--- src/design/cts_pkg.sv ---
// Contract
// RL1 - poll every station in fixed repeating order
// RL2 - at most one transient between two stations
// RL3 - transients go only to data-capable stations
// RL4 - cyclic payload is exactly 32 bits
// RL5 - same station again only next cycle
// RL6 - transient carries up to 256 bytes
// RL7 - transients stretch cycle, none gives minimum
// RL8 - line level follows each sent bit
// RL9 - stuff bits bound constant line runs
// RL10 - header, start, address, payload, check, stop
// RL11 - address picks station, check code protects
// RL12 - no pending transient, go straight on
package cts_pkg;
  // ------------------------------------------------------------
  // frame layout
  // ------------------------------------------------------------
  localparam int STN_MAX = 64;
  localparam int ADDR_W = 6;
  localparam int BYTE_W = 8;
  localparam int CYC_W = 32;
  localparam int FIFO_DEPTH = 32;
  localparam logic [7:0] HDR_LAST = 8'h07;
  localparam logic [7:0] ADDR_LAST = 8'h05;
  localparam logic [7:0] BYTE_LAST = 8'h07;
  localparam logic [7:0] CYC_LAST = 8'h1F;
  localparam logic [7:0] CHK_LAST = 8'h07;
  localparam logic [2:0] MAX_RUN = 3'h5;
  localparam logic [31:0] SH_RST = 32'h00000000;

  // ------------------------------------------------------------
  // scheduler states
  // ------------------------------------------------------------
  typedef enum logic [3:0] {
    ST_IDLE = 4'h0,
    ST_HDR = 4'h1,
    ST_START = 4'h2,
    ST_ADDR = 4'h3,
    ST_PAY = 4'h4,
    ST_CHK = 4'h5,
    ST_STOP = 4'h6,
    ST_GAP = 4'h7,
    ST_DROP = 4'h8
  } cts_st_t;

  typedef struct packed {
    cts_st_t st;
    logic [5:0] stn;
    logic [5:0] addr;
    logic trn;
    logic [31:0] sh;
    logic [7:0] chk;
    logic [7:0] bitn;
    logic [8:0] left;
    logic [2:0] run;
    logic last;
    logic pend;
    logic [5:0] paddr;
    logic [7:0] plen;
    logic txd;
    logic oe;
    logic load;
    logic cyc_end;
    logic drop_p;
    logic emt;
    logic [3:0] hc;
  } cts_q_t;
endpackage

--- src/design/cts_sched.sv ---
`timescale 1ns/1ps
// ------------------------------------------------------------
// byte fifo between the transient source and the serialiser
// ------------------------------------------------------------
module cts_fifo #(
  parameter int W = 8,
  parameter int D = 32
) (
  input wire logic i_clk,
  input wire logic i_arst_n,
  input wire logic i_valid,
  input wire logic [W-1:0] i_data,
  output logic o_ready,
  output logic o_valid,
  output logic [W-1:0] o_data,
  input wire logic i_ready
);
  localparam int AW = $clog2(D);
  typedef struct packed {
    logic [D-1:0][W-1:0] mem;
    logic [AW-1:0] wp;
    logic [AW-1:0] rp;
    logic [AW:0] cnt;
    logic rdy;
  } cts_fifo_q_t;
  // an empty fifo accepts bytes, so ready resets high
  localparam cts_fifo_q_t FIFO_RST = '{
    mem: '0,
    wp: '0,
    rp: '0,
    cnt: '0,
    rdy: 1'b1
  };
  cts_fifo_q_t q, s;
  logic push, pop;

  function automatic logic [AW-1:0] inc(input logic [AW-1:0] p);
    inc = (p == AW'(D - 1)) ? '0 : p + AW'(1);
  endfunction

  assign o_ready = q.rdy;
  assign o_valid = (q.cnt != '0);
  assign o_data = q.mem[q.rp];
  assign push = i_valid && o_ready;
  assign pop = o_valid && i_ready;

  // empty comes straight from the occupancy count, full from a flop on the next count
  always_comb begin
    s = q;
    if (push) begin
      s.mem[q.wp] = i_data;
      s.wp = inc(q.wp);
    end
    if (pop) begin
      s.rp = inc(q.rp);
    end
    s.cnt = q.cnt + (AW+1)'(push) - (AW+1)'(pop);
    // ready kept in a flop from the next count, so the pin is registered
    s.rdy = (s.cnt != (AW+1)'(D));
  end

  always_ff @(posedge i_clk or negedge i_arst_n) begin
    if (!i_arst_n) begin
      q <= FIFO_RST;
    end else begin
      q <= s;
    end
  end
endmodule

// ------------------------------------------------------------
// cyclic / transient scheduler with nrz line and bit stuffing
// ------------------------------------------------------------
module cts_sched
  import cts_pkg::*;
(
  input wire logic I_CLK_SYS,
  input wire logic I_ARST_N,
  input wire logic I_ENABLE,
  input wire logic [6:0] I_STN_COUNT,
  input wire logic [63:0] I_DATA_CAPABLE,
  input wire logic [31:0] I_CYC_DATA,
  input wire logic I_TRN_REQ,
  input wire logic [5:0] I_TRN_ADDR,
  input wire logic [7:0] I_TRN_LEN,
  input wire logic I_BYTE_VALID,
  input wire logic [7:0] I_BYTE_DATA,
  output logic O_BYTE_READY,
  output logic O_TRN_BUSY,
  output logic O_TRN_DROP,
  output logic [5:0] O_CYC_STN,
  output logic O_CYC_LOAD,
  output logic O_CYCLE_END,
  output logic O_TXD,
  output logic O_TXD_OE
);
  cts_q_t q, s;
  logic f_valid, f_pop, f_ready, emit, adv, bitv, start_trn, go_cyc;
  logic [7:0] f_data;

  // next station in the fixed order, wrapping at the count
  function automatic logic [5:0] nxt(input logic [5:0] st,
                                      input logic [6:0] cnt);
    nxt = ({1'b0, st} + 7'h01 >= cnt) ? 6'h00 : st + 6'h01;
  endfunction

  function automatic logic [7:0] xor4(input logic [31:0] w);
    xor4 = w[31:24] ^ w[23:16] ^ w[15:8] ^ w[7:0];
  endfunction

  // fifo ready is registered inside the fifo, so it is a flop
  cts_fifo #(.W(BYTE_W), .D(FIFO_DEPTH)) u_fifo (
    .i_clk(I_CLK_SYS),
    .i_arst_n(I_ARST_N),
    .i_valid(I_BYTE_VALID),
    .i_data(I_BYTE_DATA),
    .o_ready(f_ready),
    .o_valid(f_valid),
    .o_data(f_data),
    .i_ready(f_pop)
  );

  // ------------------------------------------------------------
  // next-state logic
  // ------------------------------------------------------------
  always_comb begin
    s = q;
    s.load = 1'b0;
    s.cyc_end = 1'b0;
    s.drop_p = 1'b0;
    s.emt = 1'b0;
    f_pop = 1'b0;
    emit = 1'b0;
    adv = 1'b0;
    bitv = 1'b0;
    start_trn = 1'b0;
    go_cyc = 1'b0;
    // one transient held at a time; busy shows it
    if (!q.pend && I_TRN_REQ) begin
      s.pend = 1'b1;
      s.paddr = I_TRN_ADDR;
      s.plen = I_TRN_LEN; // length minus one, so 256 fits RL6
    end
    case (q.st)
      ST_IDLE: begin
        s.oe = 1'b0;
        go_cyc = I_ENABLE && (I_STN_COUNT != 7'h00);
      end
      ST_HDR: begin
        bitv = q.bitn[0]; // alternating ones and zeros RL10
        emit = 1'b1;
      end
      ST_START: emit = 1'b1;
      ST_ADDR: begin
        bitv = q.addr[q.bitn[2:0]]; // target station RL11
        emit = 1'b1;
      end
      ST_PAY: begin
        bitv = q.sh[31];
        // an empty fifo mid-frame holds the line: source must keep up
        emit = !(q.trn && q.bitn == 8'h00 && q.left != 9'h000 &&
                 !f_valid && q.run != MAX_RUN);
      end
      ST_CHK: begin
        bitv = q.chk[q.bitn[2:0]]; // check code ahead of the closing stop bit RL11
        emit = 1'b1;
      end
      ST_STOP: begin
        bitv = 1'b1;
        emit = 1'b1;
      end
      ST_GAP: begin
        s.oe = 1'b0;
        if (q.pend && !q.trn && !I_DATA_CAPABLE[q.paddr]) begin
          s.st = ST_DROP; // plain i/o stations take no transient RL3
          s.left = {1'b0, q.plen} + 9'h001;
          s.drop_p = 1'b1;
        end else if (q.pend && !q.trn && f_valid) begin
          start_trn = 1'b1; // only after a cyclic frame RL2
        end else begin
          go_cyc = I_ENABLE && (I_STN_COUNT != 7'h00); // RL12 RL7
          if (!go_cyc) begin
            s.st = ST_IDLE;
          end
        end
      end
      ST_DROP: begin
        // discard the refused bytes so the fifo stays aligned
        if (f_valid) begin
          f_pop = 1'b1;
          s.left = q.left - 9'h001;
          if (q.left == 9'h001) begin
            s.st = ST_GAP;
            s.trn = 1'b1;
            s.pend = 1'b0;
          end
        end
      end
      default: s.st = ST_IDLE;
    endcase

    // nrz line with a forced flip after MAX_RUN equal bits
    if (emit) begin
      s.oe = 1'b1;
      s.emt = 1'b1;
      if (q.run == MAX_RUN) begin
        s.txd = ~q.last; // RL9
        s.last = ~q.last;
        s.run = 3'h1;
      end else begin
        s.txd = bitv; // RL8
        s.last = bitv;
        s.run = (bitv == q.last) ? q.run + 3'h1 : 3'h1;
        adv = 1'b1;
      end
    end

    // field sequencing RL10
    if (adv) begin
      s.bitn = q.bitn - 8'h01;
      case (q.st)
        ST_HDR: begin
          if (q.bitn == 8'h00) begin
            s.st = ST_START;
          end
        end
        ST_START: begin
          s.st = ST_ADDR;
          s.bitn = ADDR_LAST;
        end
        ST_ADDR: begin
          if (q.bitn == 8'h00) begin
            s.st = ST_PAY;
            s.bitn = q.trn ? BYTE_LAST : CYC_LAST; // RL4 RL6
          end
        end
        ST_PAY: begin
          s.sh = {q.sh[30:0], 1'b0};
          if (q.bitn == 8'h00) begin
            if (q.trn && q.left != 9'h000) begin
              f_pop = 1'b1;
              s.sh = {f_data, 24'h000000};
              s.chk = q.chk ^ f_data;
              s.left = q.left - 9'h001;
              s.bitn = BYTE_LAST;
            end else begin
              s.st = ST_CHK;
              s.bitn = CHK_LAST;
            end
          end
        end
        ST_CHK: begin
          if (q.bitn == 8'h00) begin
            s.st = ST_STOP;
          end
        end
        ST_STOP: s.st = ST_GAP;
        default: s.st = ST_IDLE;
      endcase
    end

    // frame starts: both restart the run counter and header
    if (go_cyc) begin
      s.st = ST_HDR;
      s.bitn = HDR_LAST;
      s.run = 3'h0;
      s.trn = 1'b0;
      s.addr = q.stn; // fixed order, one station per slot RL1
      s.sh = I_CYC_DATA; // full 32-bit payload RL4
      s.chk = xor4(I_CYC_DATA);
      s.load = 1'b1;
      s.stn = nxt(q.stn, I_STN_COUNT); // back only after a lap RL5
      s.cyc_end = (nxt(q.stn, I_STN_COUNT) == 6'h00);
    end
    if (start_trn) begin
      s.st = ST_HDR;
      s.bitn = HDR_LAST;
      s.run = 3'h0;
      s.trn = 1'b1;
      s.addr = q.paddr;
      f_pop = 1'b1;
      s.sh = {f_data, 24'h000000};
      s.chk = f_data;
      s.left = {1'b0, q.plen};
      s.pend = 1'b0;
    end

    // check helper: consecutive equal emitted bits
    s.hc = (s.emt && q.emt && s.txd == q.txd) ? q.hc + 4'h1 : 4'h1;
  end

  always_ff @(posedge I_CLK_SYS or negedge I_ARST_N) begin
    if (!I_ARST_N) begin
      q <= '0;
    end else begin
      q <= s;
    end
  end

  // ------------------------------------------------------------
  // outputs, all from flops
  // ------------------------------------------------------------
  assign O_BYTE_READY = f_ready;
  assign O_TRN_BUSY = q.pend;
  assign O_TRN_DROP = q.drop_p;
  assign O_CYC_STN = q.stn;
  assign O_CYC_LOAD = q.load;
  assign O_CYCLE_END = q.cyc_end;
  assign O_TXD = q.txd;
  assign O_TXD_OE = q.oe;
endmodule

--- config.mk ---
export PLATFORM = sky130hd
export DESIGN_NAME = cts_sched
export DESIGN_NICKNAME = d
export VERILOG_FILES = /design/src/design/cts_pkg.sv /design/src/design/cts_sched.sv
export SDC_FILE = /design/constraint.sdc
export NUM_CORES = 1
export LEC_CHECK = 0
export BUFFER_PORTS_ARGS = -buffer_cell sky130_fd_sc_hd__clkbuf_2
export CAP_MARGIN = 20
export CORE_MARGIN = 10
export CORE_UTILIZATION = 55
export DETAILED_ROUTE_END_ITERATION = 8
export GPL_ROUTABILITY_DRIVEN = 0
export HOLD_SLACK_MARGIN = 0.12
export PLACE_DENSITY = 0.76
export SKIP_LAST_GASP = 1
export SLEW_MARGIN = 25
export SYNTH_ARGS = -nofsm -noshare
export SYNTH_HDL_FRONTEND = slang
export SYNTH_HIERARCHICAL = 1
export SYNTH_SLANG_ARGS = --single-unit
--- constraint.sdc ---
create_clock -name I_CLK_SYS -period 9.6 [get_ports I_CLK_SYS]
set_input_delay 0 -clock I_CLK_SYS [delete_from_list [all_inputs] [get_ports I_CLK_SYS]]
set_output_delay 0 -clock I_CLK_SYS [all_outputs]
set_load 0.01 [all_outputs]
==> results of run 1 <==
-- path summary, 6_finish.rpt --
check	from	endpoint	slack (ns)
setup / recovery	q[20]$_DFFE_PN0P_	u_fifo/o_ready$_DFF_PN1_	4.64
hold / removal	I_ARST_N	q[14]$_DFFE_PN0P_	0.07
setup reg to reg	q[20]$_DFFE_PN0P_	u_fifo/o_ready$_DFF_PN1_	4.64
hold reg to reg	q[43]$_DFFE_PN0P_	q[43]$_DFFE_PN0P_	0.47
max in group asynchronous	I_ARST_N	u_fifo/q[155]$_DFFE_PN0P_	8.04
min in group I_CLK_SYS	I_STN_COUNT[5]	O_CYC_STN[5]$_DFFE_PN0P_	0.17
-- cell type report --
type | instances | area share, %
tap | 455 | 2.56
sequential | 370 | 41.6
inverter | 53 | 0.905
clock buffer | 51 | 4.95
multi-input combinational | 1073 | 42.3
clock inverter | 19 | 1.18
timing repair buffer | 214 | 6.49
-- through the flow --
| stage | cells | hold slack (ns) | total power (µW) |
|---|---|---|---|
| after floorplan | 1604 | -0.296 | 4500 |
| after global routing | 2235 | 0.143 | 7190 |
| final | 2235 | 0.0731 | 6780 |
| after detailed placement | 2105 | 0.0967 | 5140 |
| after global placement | 2105 | 0.0873 | 5020 |
| after CTS | 2234 | 0.125 | 6780 |
-- power groups by stage --
stage          combinational (µW)  sequential, µW  clock (µW)
6_report                     2530            2680        1580
3_5_place_dp                 2460            2680           0
3_3_place_gp                 2380            2640           0
4_1_cts                      2510            2660        1610
2_1_floorplan                2080            2420           0
5_1_grt                      2760            2760        1670
-- state kept, by name, indices dropped and copies added, names as in the netlist --
register        count
O_TXD_OE            1
O_CYC_LOAD          1
O_TRN_DROP          1
q                  86
u_fifo/q          272
u_fifo/o_ready      1
O_TRN_BUSY          1
O_CYCLE_END         1
O_CYC_STN           6
-- cells in the mapped netlist (9+ instances only) --
cell	n	area [µm²]
inv_1	50	188
xor2_1	10	87.6
a22oi_1	26	195
mux2i_1	81	811
nand2_1	100	375
nor3_1	16	80.1
nand3_1	51	255
buf_4	10	75.1
a31oi_1	13	81.3
nand2b_1	15	93.8
o21ai_0	51	255
o22ai_1	14	87.6
mux2_2	283	3190
buf_1	9	33.8
buf_2	25	125
a221oi_1	10	87.6
nor2_1	64	240
xnor2_1	34	298
a21oi_1	33	165
dfrtp_1	369	9230
ha_1	30	375
mux4_2	50	1130
clkbuf_1	58	218
nor2b_1	10	62.6
a22o_1	41	359
and3_1	16	100
-- per-layer routing --
metal	track usage, %	part of all wire, %
met1	29.5	42
met2	37.3	49
met3	3.93	6.1
met4	7.37	2.9
met5	0	0
-- worst reg2reg max path, stage by stage, from the launching register on --
cell      delay, ns
dfrtp_1        0.80
mux4_2         0.59
mux4_2         0.50
nand2b_4       0.16
nand4_2        0.16
a21o_1         0.55
nand2_1        0.10
nand2_1        0.22
inv_1          0.08
ha_1           0.27
inv_1          0.05
ha_1           0.17
inv_1          0.06
fa_1           0.41
nand2b_1       0.17
a21oi_1        0.19
o21ai_0        0.12
a211o_1        0.27
-- logic make-up (layout without fill, tap and decap cells) --
group,count (synthesis),count (layout),share of synthesized area [%]
xor+xnor,44,44,1.99
mux,422,422,27.1
flops,370,370,47.8
buf+inv,161,337,3.72
simple gates,321,321,8.15
fa+ha+maj,31,31,2.04
compound gates,255,255,9.26
==> results.txt, run 1 <==
Gr ovfl total - 0
Buf/Inv on CP - 3
Arrival @ worst endpoint - 5.43 ns
Worst slew margin - 34.4%
Final period util - 51.7%
Slowest stage cell, crit path - dfrtp_1
Post-DRT Antenna Nets - 0
Syn avg cell area - 12.1 µm²
Post-synth EDFFs - 0
Setup TNS - 0 ns
Synth Cell Area - 19400 µm²
DRC violations left - 0
Sequential share of power - 39.5%
Final hold viol count - 0
VDD IR max - 0.191 mV
Clk_lat worst skew - 0.56 ns
Max Clock Freq - 201 MHz
Num rows - 68
Seq/Total Area, Yosys - 47.8%
Kind of critical path - reg2reg
Ys Warns - 6
Layout fillers - 2512
Post-synth top flop - dfrtp_1
Worst Reg-to-Reg Cells - 17
H-tree depth - 2
Finished Cell Area - 22300 µm²
Gate power share - 37.3%
Die H - 208 µm
Total of max-cap violations - 0
Number of setup buffers added after CTS - 0
Vias - 13900
Ant diodes - 0
Pleak - 0.0102 µW
DRT Pass-1 Iters - 7
Pwr dens - 305 nW/µm²
Top Ports - 143
Clock root buffer - clkbuf_16
CTS Buffer Depth - 3
Status - finished clean
Vias in the first global route - 14300
Crit path setup slack, layout - 4.64 ns
Fin. max-slew vios - 0
Vias/cell - 6.21
Count of cells resized by post-cts repair - 0
P&R area growth vs syn - 14.8%
Hpwl dp - 32100 µm
CP Max Fanout - 19
# setup viols final - 0
Distinct cells, synth - 78
Net count after synthesis - 1765
Clk sinks - 370
Cell Area, Placed - 20300 µm²
Pin count of the biggest net entering global routing - 191
Sw Pwr - 2400 µW
Power Internal - 4390 µW
Crit path max-delay family - compound AO/OA/AOI/OAI gates
Hold Crit Class - in2async
Req. time, crit path - 10.07 ns
Core area - 34600 µm²
Sw Share - 35.4%
First-pass GRT wire length - 80100 µm
Worst-path cell chain - mux4_2, mux4_2, nand2b_4, nand4_2, a21o_1, nand2_1, nand2_1, inv_1, ha_1, inv_1, ha_1, inv_1, fa_1, nand2b_1, a21oi_1, o21ai_0, a211o_1
PortBufs - 142
RSZ-0062 raised after global routing - no
Finished Core Util - 64.3%
Commonest non-fill, non-tap cells in the layout - dfrtp_1, mux2_2, clkbuf_2, nand2_1, mux2i_1
Leading cell type in the layout, fill and taps excluded - dfrtp_1
Area of the multi-input gates - 9410 µm²
Startpoint Class - flop
GRT Util Overall - 22.5%
Most used cell, CP - inv_1
FFs w/ async S/R, synth - 100%
Initial core utilization - 56.0%
DR iter-0 viols - 1203
Clock-pin slew on the worst setup and hold paths - 0.06 ns
Setup crit end kind - flop
Worst-case clock skew - 0.0311 ns
Initial antenna violation count - 0
Largest stage delay, worst path - 0.80 ns
Share of cells above drive strength 1 - 32.9%
Hold_buf cts - 59
Total CTS buffers - 40
Fin crit period - 4.96 ns
Die Width - 208 µm
WP depth - 17
Final WL - 49500 µm
Fin nets - 1913
Worst Tran Pin Value - 0.984 ns
Synthesized instance count - 1604
Register area - 9270 µm²
Place WS - 4.73 ns
WL per Instance - 22.1 µm
DIE AREA - 43100 µm²
CTS tree - done
Clock power share - 23.2%
Yosys reg bits - 370
Note: power is estimated with default switching activity, not from simulation.
==> inputs of run 2 (changes only) <==
--- a/config.mk
+++ b/config.mk
@@ -12,7 +12,7 @@
 export DETAILED_ROUTE_END_ITERATION = 8
 export GPL_ROUTABILITY_DRIVEN = 0
 export HOLD_SLACK_MARGIN = 0.12
-export PLACE_DENSITY = 0.76
+export PLACE_DENSITY = 0.79
 export SKIP_LAST_GASP = 1
 export SLEW_MARGIN = 25
 export SYNTH_ARGS = -nofsm -noshare
==> constraint.sdc (replaced) <==
create_clock -name I_CLK_SYS -period 4.2 [get_ports I_CLK_SYS]
set_input_delay 0 -clock I_CLK_SYS [delete_from_list [all_inputs] [get_ports I_CLK_SYS]]
set_output_delay 0 -clock I_CLK_SYS [all_outputs]
set_load 0.01 [all_outputs]
==> run 2 against run 1 <==
Against the previous run: clock skew shrank 0.0099 ns; clock power is 130% higher; register-to-register slack worse by 4.4 ns; hold slack improved by 0.16 ns; first-iteration DRC count grew 5.7%; global-route usage about the same; fmax is 26% higher; via count grew 1.5%; routed wire length up 1.1%; critical path depth stayed put; power rose by 130%; critical path type unchanged; largest power group unchanged; highest routed layer unchanged.
==> results.txt, run 2 (same netlist as run 1, synthesis figures left out) <==
Total of max-cap violations - 0
Final period util - 94.1%
Worst slew margin - 37.6%
Worst-path cell chain - mux4_2, mux4_2, nand2b_4, nand4_2, a21o_1, nand2_1, nand2_1, inv_1, ha_1, inv_1, ha_1, inv_1, fa_1, nand2b_1, a21oi_1, o21ai_0, a211o_1
Finished Cell Area - 22400 µm²
Worst Tran Pin Value - 0.933 ns
Top Ports - 143
Area of the multi-input gates - 9410 µm²
Req. time, crit path - 4.66 ns
Vias/cell - 6.24
# setup viols final - 0
Most used cell, CP - inv_1
Layout fillers - 2508
Pwr dens - 696 nW/µm²
Crit path setup slack, layout - 0.249 ns
Place WS - 0.257 ns
RSZ-0062 raised after global routing - no
DIE AREA - 43100 µm²
Die Width - 208 µm
Largest reg by FF count - u_fifo/q
Setup TNS - 0 ns
Final WL - 50000 µm
Fin. max-slew vios - 0
Die H - 208 µm
Kind of critical path - reg2reg
Num rows - 68
PortBufs - 142
H-tree depth - 2
Cell Area, Placed - 20400 µm²
Status - finished clean
Post-DRT Antenna Nets - 0
Core area - 34600 µm²
Gr ovfl total - 0
First-pass GRT wire length - 80300 µm
Max Clock Freq - 253 MHz
Initial core utilization - 56.0%
DR iter-0 viols - 1272
Largest stage delay, worst path - 0.53 ns
WL per Instance - 22.2 µm
Worst-case clock skew - 0.0212 ns
Clock-pin slew on the worst setup and hold paths - 0.06 ns
Fin nets - 1929
Arrival @ worst endpoint - 4.41 ns
Pin count of the biggest net entering global routing - 128
Final hold viol count - 0
Register area - 9270 µm²
Startpoint Class - flop
Slowest stage cell, crit path - mux4_2
Fin crit period - 3.95 ns
DRT Pass-1 Iters - 5
Clk sinks - 370
P&R area growth vs syn - 15.6%
CTS tree - done
Clk_lat worst skew - 0.54 ns
Initial antenna violation count - 3
GRT Util Overall - 22.5%
Vias - 14100
Clock root buffer - clkbuf_16
VDD IR max - 0.438 mV
Non-filler instance count after layout - 2257
Vias in the first global route - 14700
Hpwl dp - 32300 µm
Total CTS buffers - 40
Pleak - 0.0103 µW
DRC violations left - 0
Final hold slack - 0.232 ns
Commonest non-fill, non-tap cells in the layout - dfrtp_1, mux2_2, clkbuf_2, nand2_1, mux2i_1
CP Max Fanout - 5
CTS Buffer Depth - 3
Share of cells above drive strength 1 - 33.3%
Hold Crit Class - in2reg
Setup crit end kind - flop
Placed cells - 2121
Largest register FFs - 272
Leading cell type in the layout, fill and taps excluded - dfrtp_1
==> run 2: cell type report <==
class,instances,share of cell area [%]
Antenna cell,3,0.0335
Clock buffer,58,5.09
Clock inverter,15,0.944
Inverter,53,0.899
Multi-Input combinational cell,1073,42.0
Sequential cell,370,41.4
Tap cell,455,2.54
Timing Repair Buffer,230,7.08
==> run 2: where the power goes <==
group,internal (µW),switching (µW)
clock,2150,1450
sequential,4930,1120
combinational,3020,2930
==> run 2: worst max-delay path: cells and delay by family, from the launching register on <==
kind,cells,cell delay (ns)
simple gates,5,0.66
compound gates,4,0.75
buf+inv,3,0.18
fa+ha+maj,3,0.85
mux,2,1.02
flops,1,0.44
==> run 2: stage by stage <==
stage	util [%]	power (µW)
3_3_place_gp	58.9	11500
4_1_cts	64.5	15500
5_1_grt	64.7	16500
6_report	64.7	15600
3_5_place_dp	59.0	11800
2_1_floorplan	-	10300
==> run 2: per-layer routing <==
| metal | vias to the layer above | part of all wire, % | track usage [%] |
|---|---|---|---|
| li1 | 6225 | - | - |
| met1 | 7180 | 40 | 27.5 |
| met2 | 547 | 51 | 39.8 |
| met3 | 133 | 5.6 | 3.58 |
| met4 | 0 | 3.2 | 7.62 |
| met5 | - | 0 | 0 |
==> run 2: repair_timing <==
item | CTS | global route
gates resized for setup | 0 | 2
endpoints found under the setup margin | 0 | 2
hold buffers | 58 | 1
setup buffers | 0 | 0
endpoints found under the hold margin | 181 | 44
==> run 2: worst paths after layout <==
path / from / to / slack (ns) / depth (start not counted)
max in group asynchronous: I_ARST_N / u_fifo/q[8]$_DFFE_PN0P_ / 2.41 / 5
min in group asynchronous: I_ARST_N / q[16]$_DFFE_PN0P_ / 0.49 / 3
hold / removal: I_STN_COUNT[5] / O_CYC_STN[3]$_DFFE_PN0P_ / 0.23 / 6
hold reg to reg: q[43]$_DFFE_PN0P_ / q[43]$_DFFE_PN0P_ / 0.49 / 1
setup / recovery: q[20]$_DFFE_PN0P_ / u_fifo/o_ready$_DFF_PN1_ / 0.25 / 17
setup reg to reg: q[20]$_DFFE_PN0P_ / u_fifo/o_ready$_DFF_PN1_ / 0.25 / 17
==> inputs of run 3 (changes only) <==
--- a/config.mk
+++ b/config.mk
@@ -13,6 +13,7 @@
 export GPL_ROUTABILITY_DRIVEN = 0
 export HOLD_SLACK_MARGIN = 0.12
 export PLACE_DENSITY = 0.79
+export RECOVER_POWER = 50
 export SKIP_LAST_GASP = 1
 export SLEW_MARGIN = 25
 export SYNTH_ARGS = -nofsm -noshare
==> constraint.sdc (replaced) <==
create_clock -name I_CLK_SYS -period 3.6 [get_ports I_CLK_SYS]
set_input_delay 0 -clock I_CLK_SYS [delete_from_list [all_inputs] [get_ports I_CLK_SYS]]
set_output_delay 0 -clock I_CLK_SYS [all_outputs]
set_load 0.01 [all_outputs]
==> run 3 against run 2 <==
Against the previous run: the flow now finishes with violations (capacitance limit, slew limit); fmax up 10%; register-to-register slack worse by 0.23 ns; non-clock buffer count rose by 28; flip-flop and latch count is the same; routed wire length up 0.52%; setup slack worse by 0.23 ns; die area did not move; hold slack got worse by 0.0083 ns; power grew 18%; global-route usage rose by 0.17 points.
==> results.txt, run 3 (same netlist as run 1, synthesis figures left out) <==
RSZ-0062 raised after global routing - yes
Vias in the first global route - 14700
Die H - 208 µm
Total of max-cap violations - 1
Clock-pin slew on the worst setup and hold paths - 0.06 ns
GRT Util Overall - 22.7%
CTS Buffer Depth - 3
P&R area growth vs syn - 16.8%
# setup viols final - 0
Core area - 34600 µm²
WL per Instance - 22.0 µm
Arrival @ worst endpoint - 4.04 ns
Pwr dens - 813 nW/µm²
CP endpoint - u_fifo/o_ready$_DFF_PN1_
Clk_lat worst skew - 0.54 ns
Clock root buffer - clkbuf_16
CTS tree - done
Startpoint Class - flop
DR iter-0 viols - 1172
Worst Reg-to-Reg Cells - 17
Gr ovfl total - 0
Hpwl dp - 32900 µm
Hold Crit Class - in2reg
Share of cells above drive strength 1 - 34.3%
Final period util - 99.6%
Status - finished with violations
Clk sinks - 370
Finished Core Util - 65.4%
Flop-to-flop setup slack - 0.01 ns
Layout fillers - 2519
First-pass GRT wire length - 80800 µm
Non-filler instance count after layout - 2284
Kind of critical path - reg2reg
Max Clock Freq - 279 MHz
Placed cells - 2147
Top Ports - 143
PortBufs - 142
Largest reg by FF count - u_fifo/q
Vias/cell - 6.20
DRT Pass-1 Iters - 5
Die Width - 208 µm
Total CTS buffers - 40
Req. time, crit path - 4.06 ns
CP Max Fanout - 5
Reg2reg start - q[20]$_DFFE_PN0P_
Pin count of the biggest net entering global routing - 104
Crit Reg-Reg Endpoint - u_fifo/o_ready$_DFF_PN1_
Final hold slack - 0.224 ns
Leading cell type in the layout, fill and taps excluded - dfrtp_1
Final hold viol count - 0
Worst Setup SP - q[20]$_DFFE_PN0P_
Post-DRT Antenna Nets - 0
Final WL - 50300 µm
Initial core utilization - 56.0%
Initial antenna violation count - 2
Fin. max-slew vios - 102
Fin crit period - 3.59 ns
Worst slew margin - -82.7%
Commonest non-fill, non-tap cells in the layout - dfrtp_1, mux2_2, clkbuf_2, nand2_1, mux2i_1
VDD IR max - 0.492 mV
DRC violations left - 0
Failing checks - capacitance limit, slew limit
DIE AREA - 43100 µm²
Largest register FFs - 272
Vias - 14200
Setup crit end kind - flop
Num rows - 68
Fin nets - 1957
Pleak - 0.0104 µW
H-tree depth - 2
Worst Tran Pin Value - 2.74 ns
Worst-case clock skew - 0.0217 ns
[run 3: changes by cell type in the layout (fill, tap and decap cells not counted), sizes merged]
cell,previous run,this run
buf,30,51
bufinv,4,3
clkbuf,199,206
clkinv,12,9
diode,3,2
dlygate4sd3,59,61
inv,52,54
[run 3: timing repair]
item / CTS / global route
hold endpoints to repair: 153 / 0
buffers inserted: 1 / 0
resized for setup: 4 / 0
hold buffers: 61 / 0
endpoints found under the setup margin: 2 / 1
pin swaps: 4 / 1
[run 3: routing by layer]
layer	vias up	wire length (µm)	track usage (%)
met5	-	0	0
met4	0	1990	9.39
met3	134	3050	3.72
met2	588	24700	38.1
met1	7189	20500	28.6
li1	6259	-	-
[run 3: power breakdown]
part / leakage (µW) / switching (µW) / internal (µW)
combinational: 0.00485 / 3540 / 3680
sequential: 0.00483 / 1220 / 5750
clock: 0.000677 / 1690 / 2540
total: 0.0104 / 6450 / 12000
[run 3: worst min-delay path by stage]
stage | from | to | depth (start not counted)
after floorplan | I_ARST_N | O_CYCLE_END$_DFF_PN0_ | 0
after global placement | I_ARST_N | O_TRN_DROP$_DFF_PN0_ | 1
after detailed placement | I_ARST_N | O_TRN_DROP$_DFF_PN0_ | 1
after CTS | I_ARST_N | O_TRN_DROP$_DFF_PN0_ | 2
after global routing | I_ENABLE | q[99]$_DFF_PN0_ | 6
final | I_STN_COUNT[5] | O_CYC_STN[3]$_DFFE_PN0P_ | 6
[run 3: final cells by class]
class / instances / area [µm²] / share of cell area [%]
clock inverter: 13 / 151 / 0.669
timing repair buffer: 258 / 1760 / 7.77
antenna: 2 / 5.00 / 0.0221
multi-input combinational: 1073 / 9490 / 41.9
tap: 455 / 569 / 2.51
inverter: 53 / 201 / 0.890
sequential: 370 / 9270 / 40.9
clock buffer: 60 / 1210 / 5.33
[run 3: stage by stage]
stage	setup TNS (ns)	cell area, µm²	setup WS, ns	total power, µW
final	0	22600	0.0149	18400
after global routing	-0.107	22600	-0.107	19500
after CTS	-0.00357	22700	-0.00357	18400
after detailed placement	-0.107	20700	-0.107	13900
after global placement	-0.0463	20700	-0.0463	13600
after floorplan	-0.130	19500	-0.126	12100
[run 3: worst max-delay path: stages, from the launching register on]
cell,delay (ns)
dfrtp_2,0.44
mux4_2,0.53
mux4_2,0.47
nand2b_4,0.16
nand4_4,0.07
a21o_1,0.18
nand2_4,0.07
nand2_4,0.06
inv_2,0.04
ha_4,0.25
inv_2,0.03
ha_4,0.15
inv_2,0.05
fa_2,0.19
nand2b_1,0.12
a21oi_2,0.06
or3_1,0.34
a211o_1,0.31
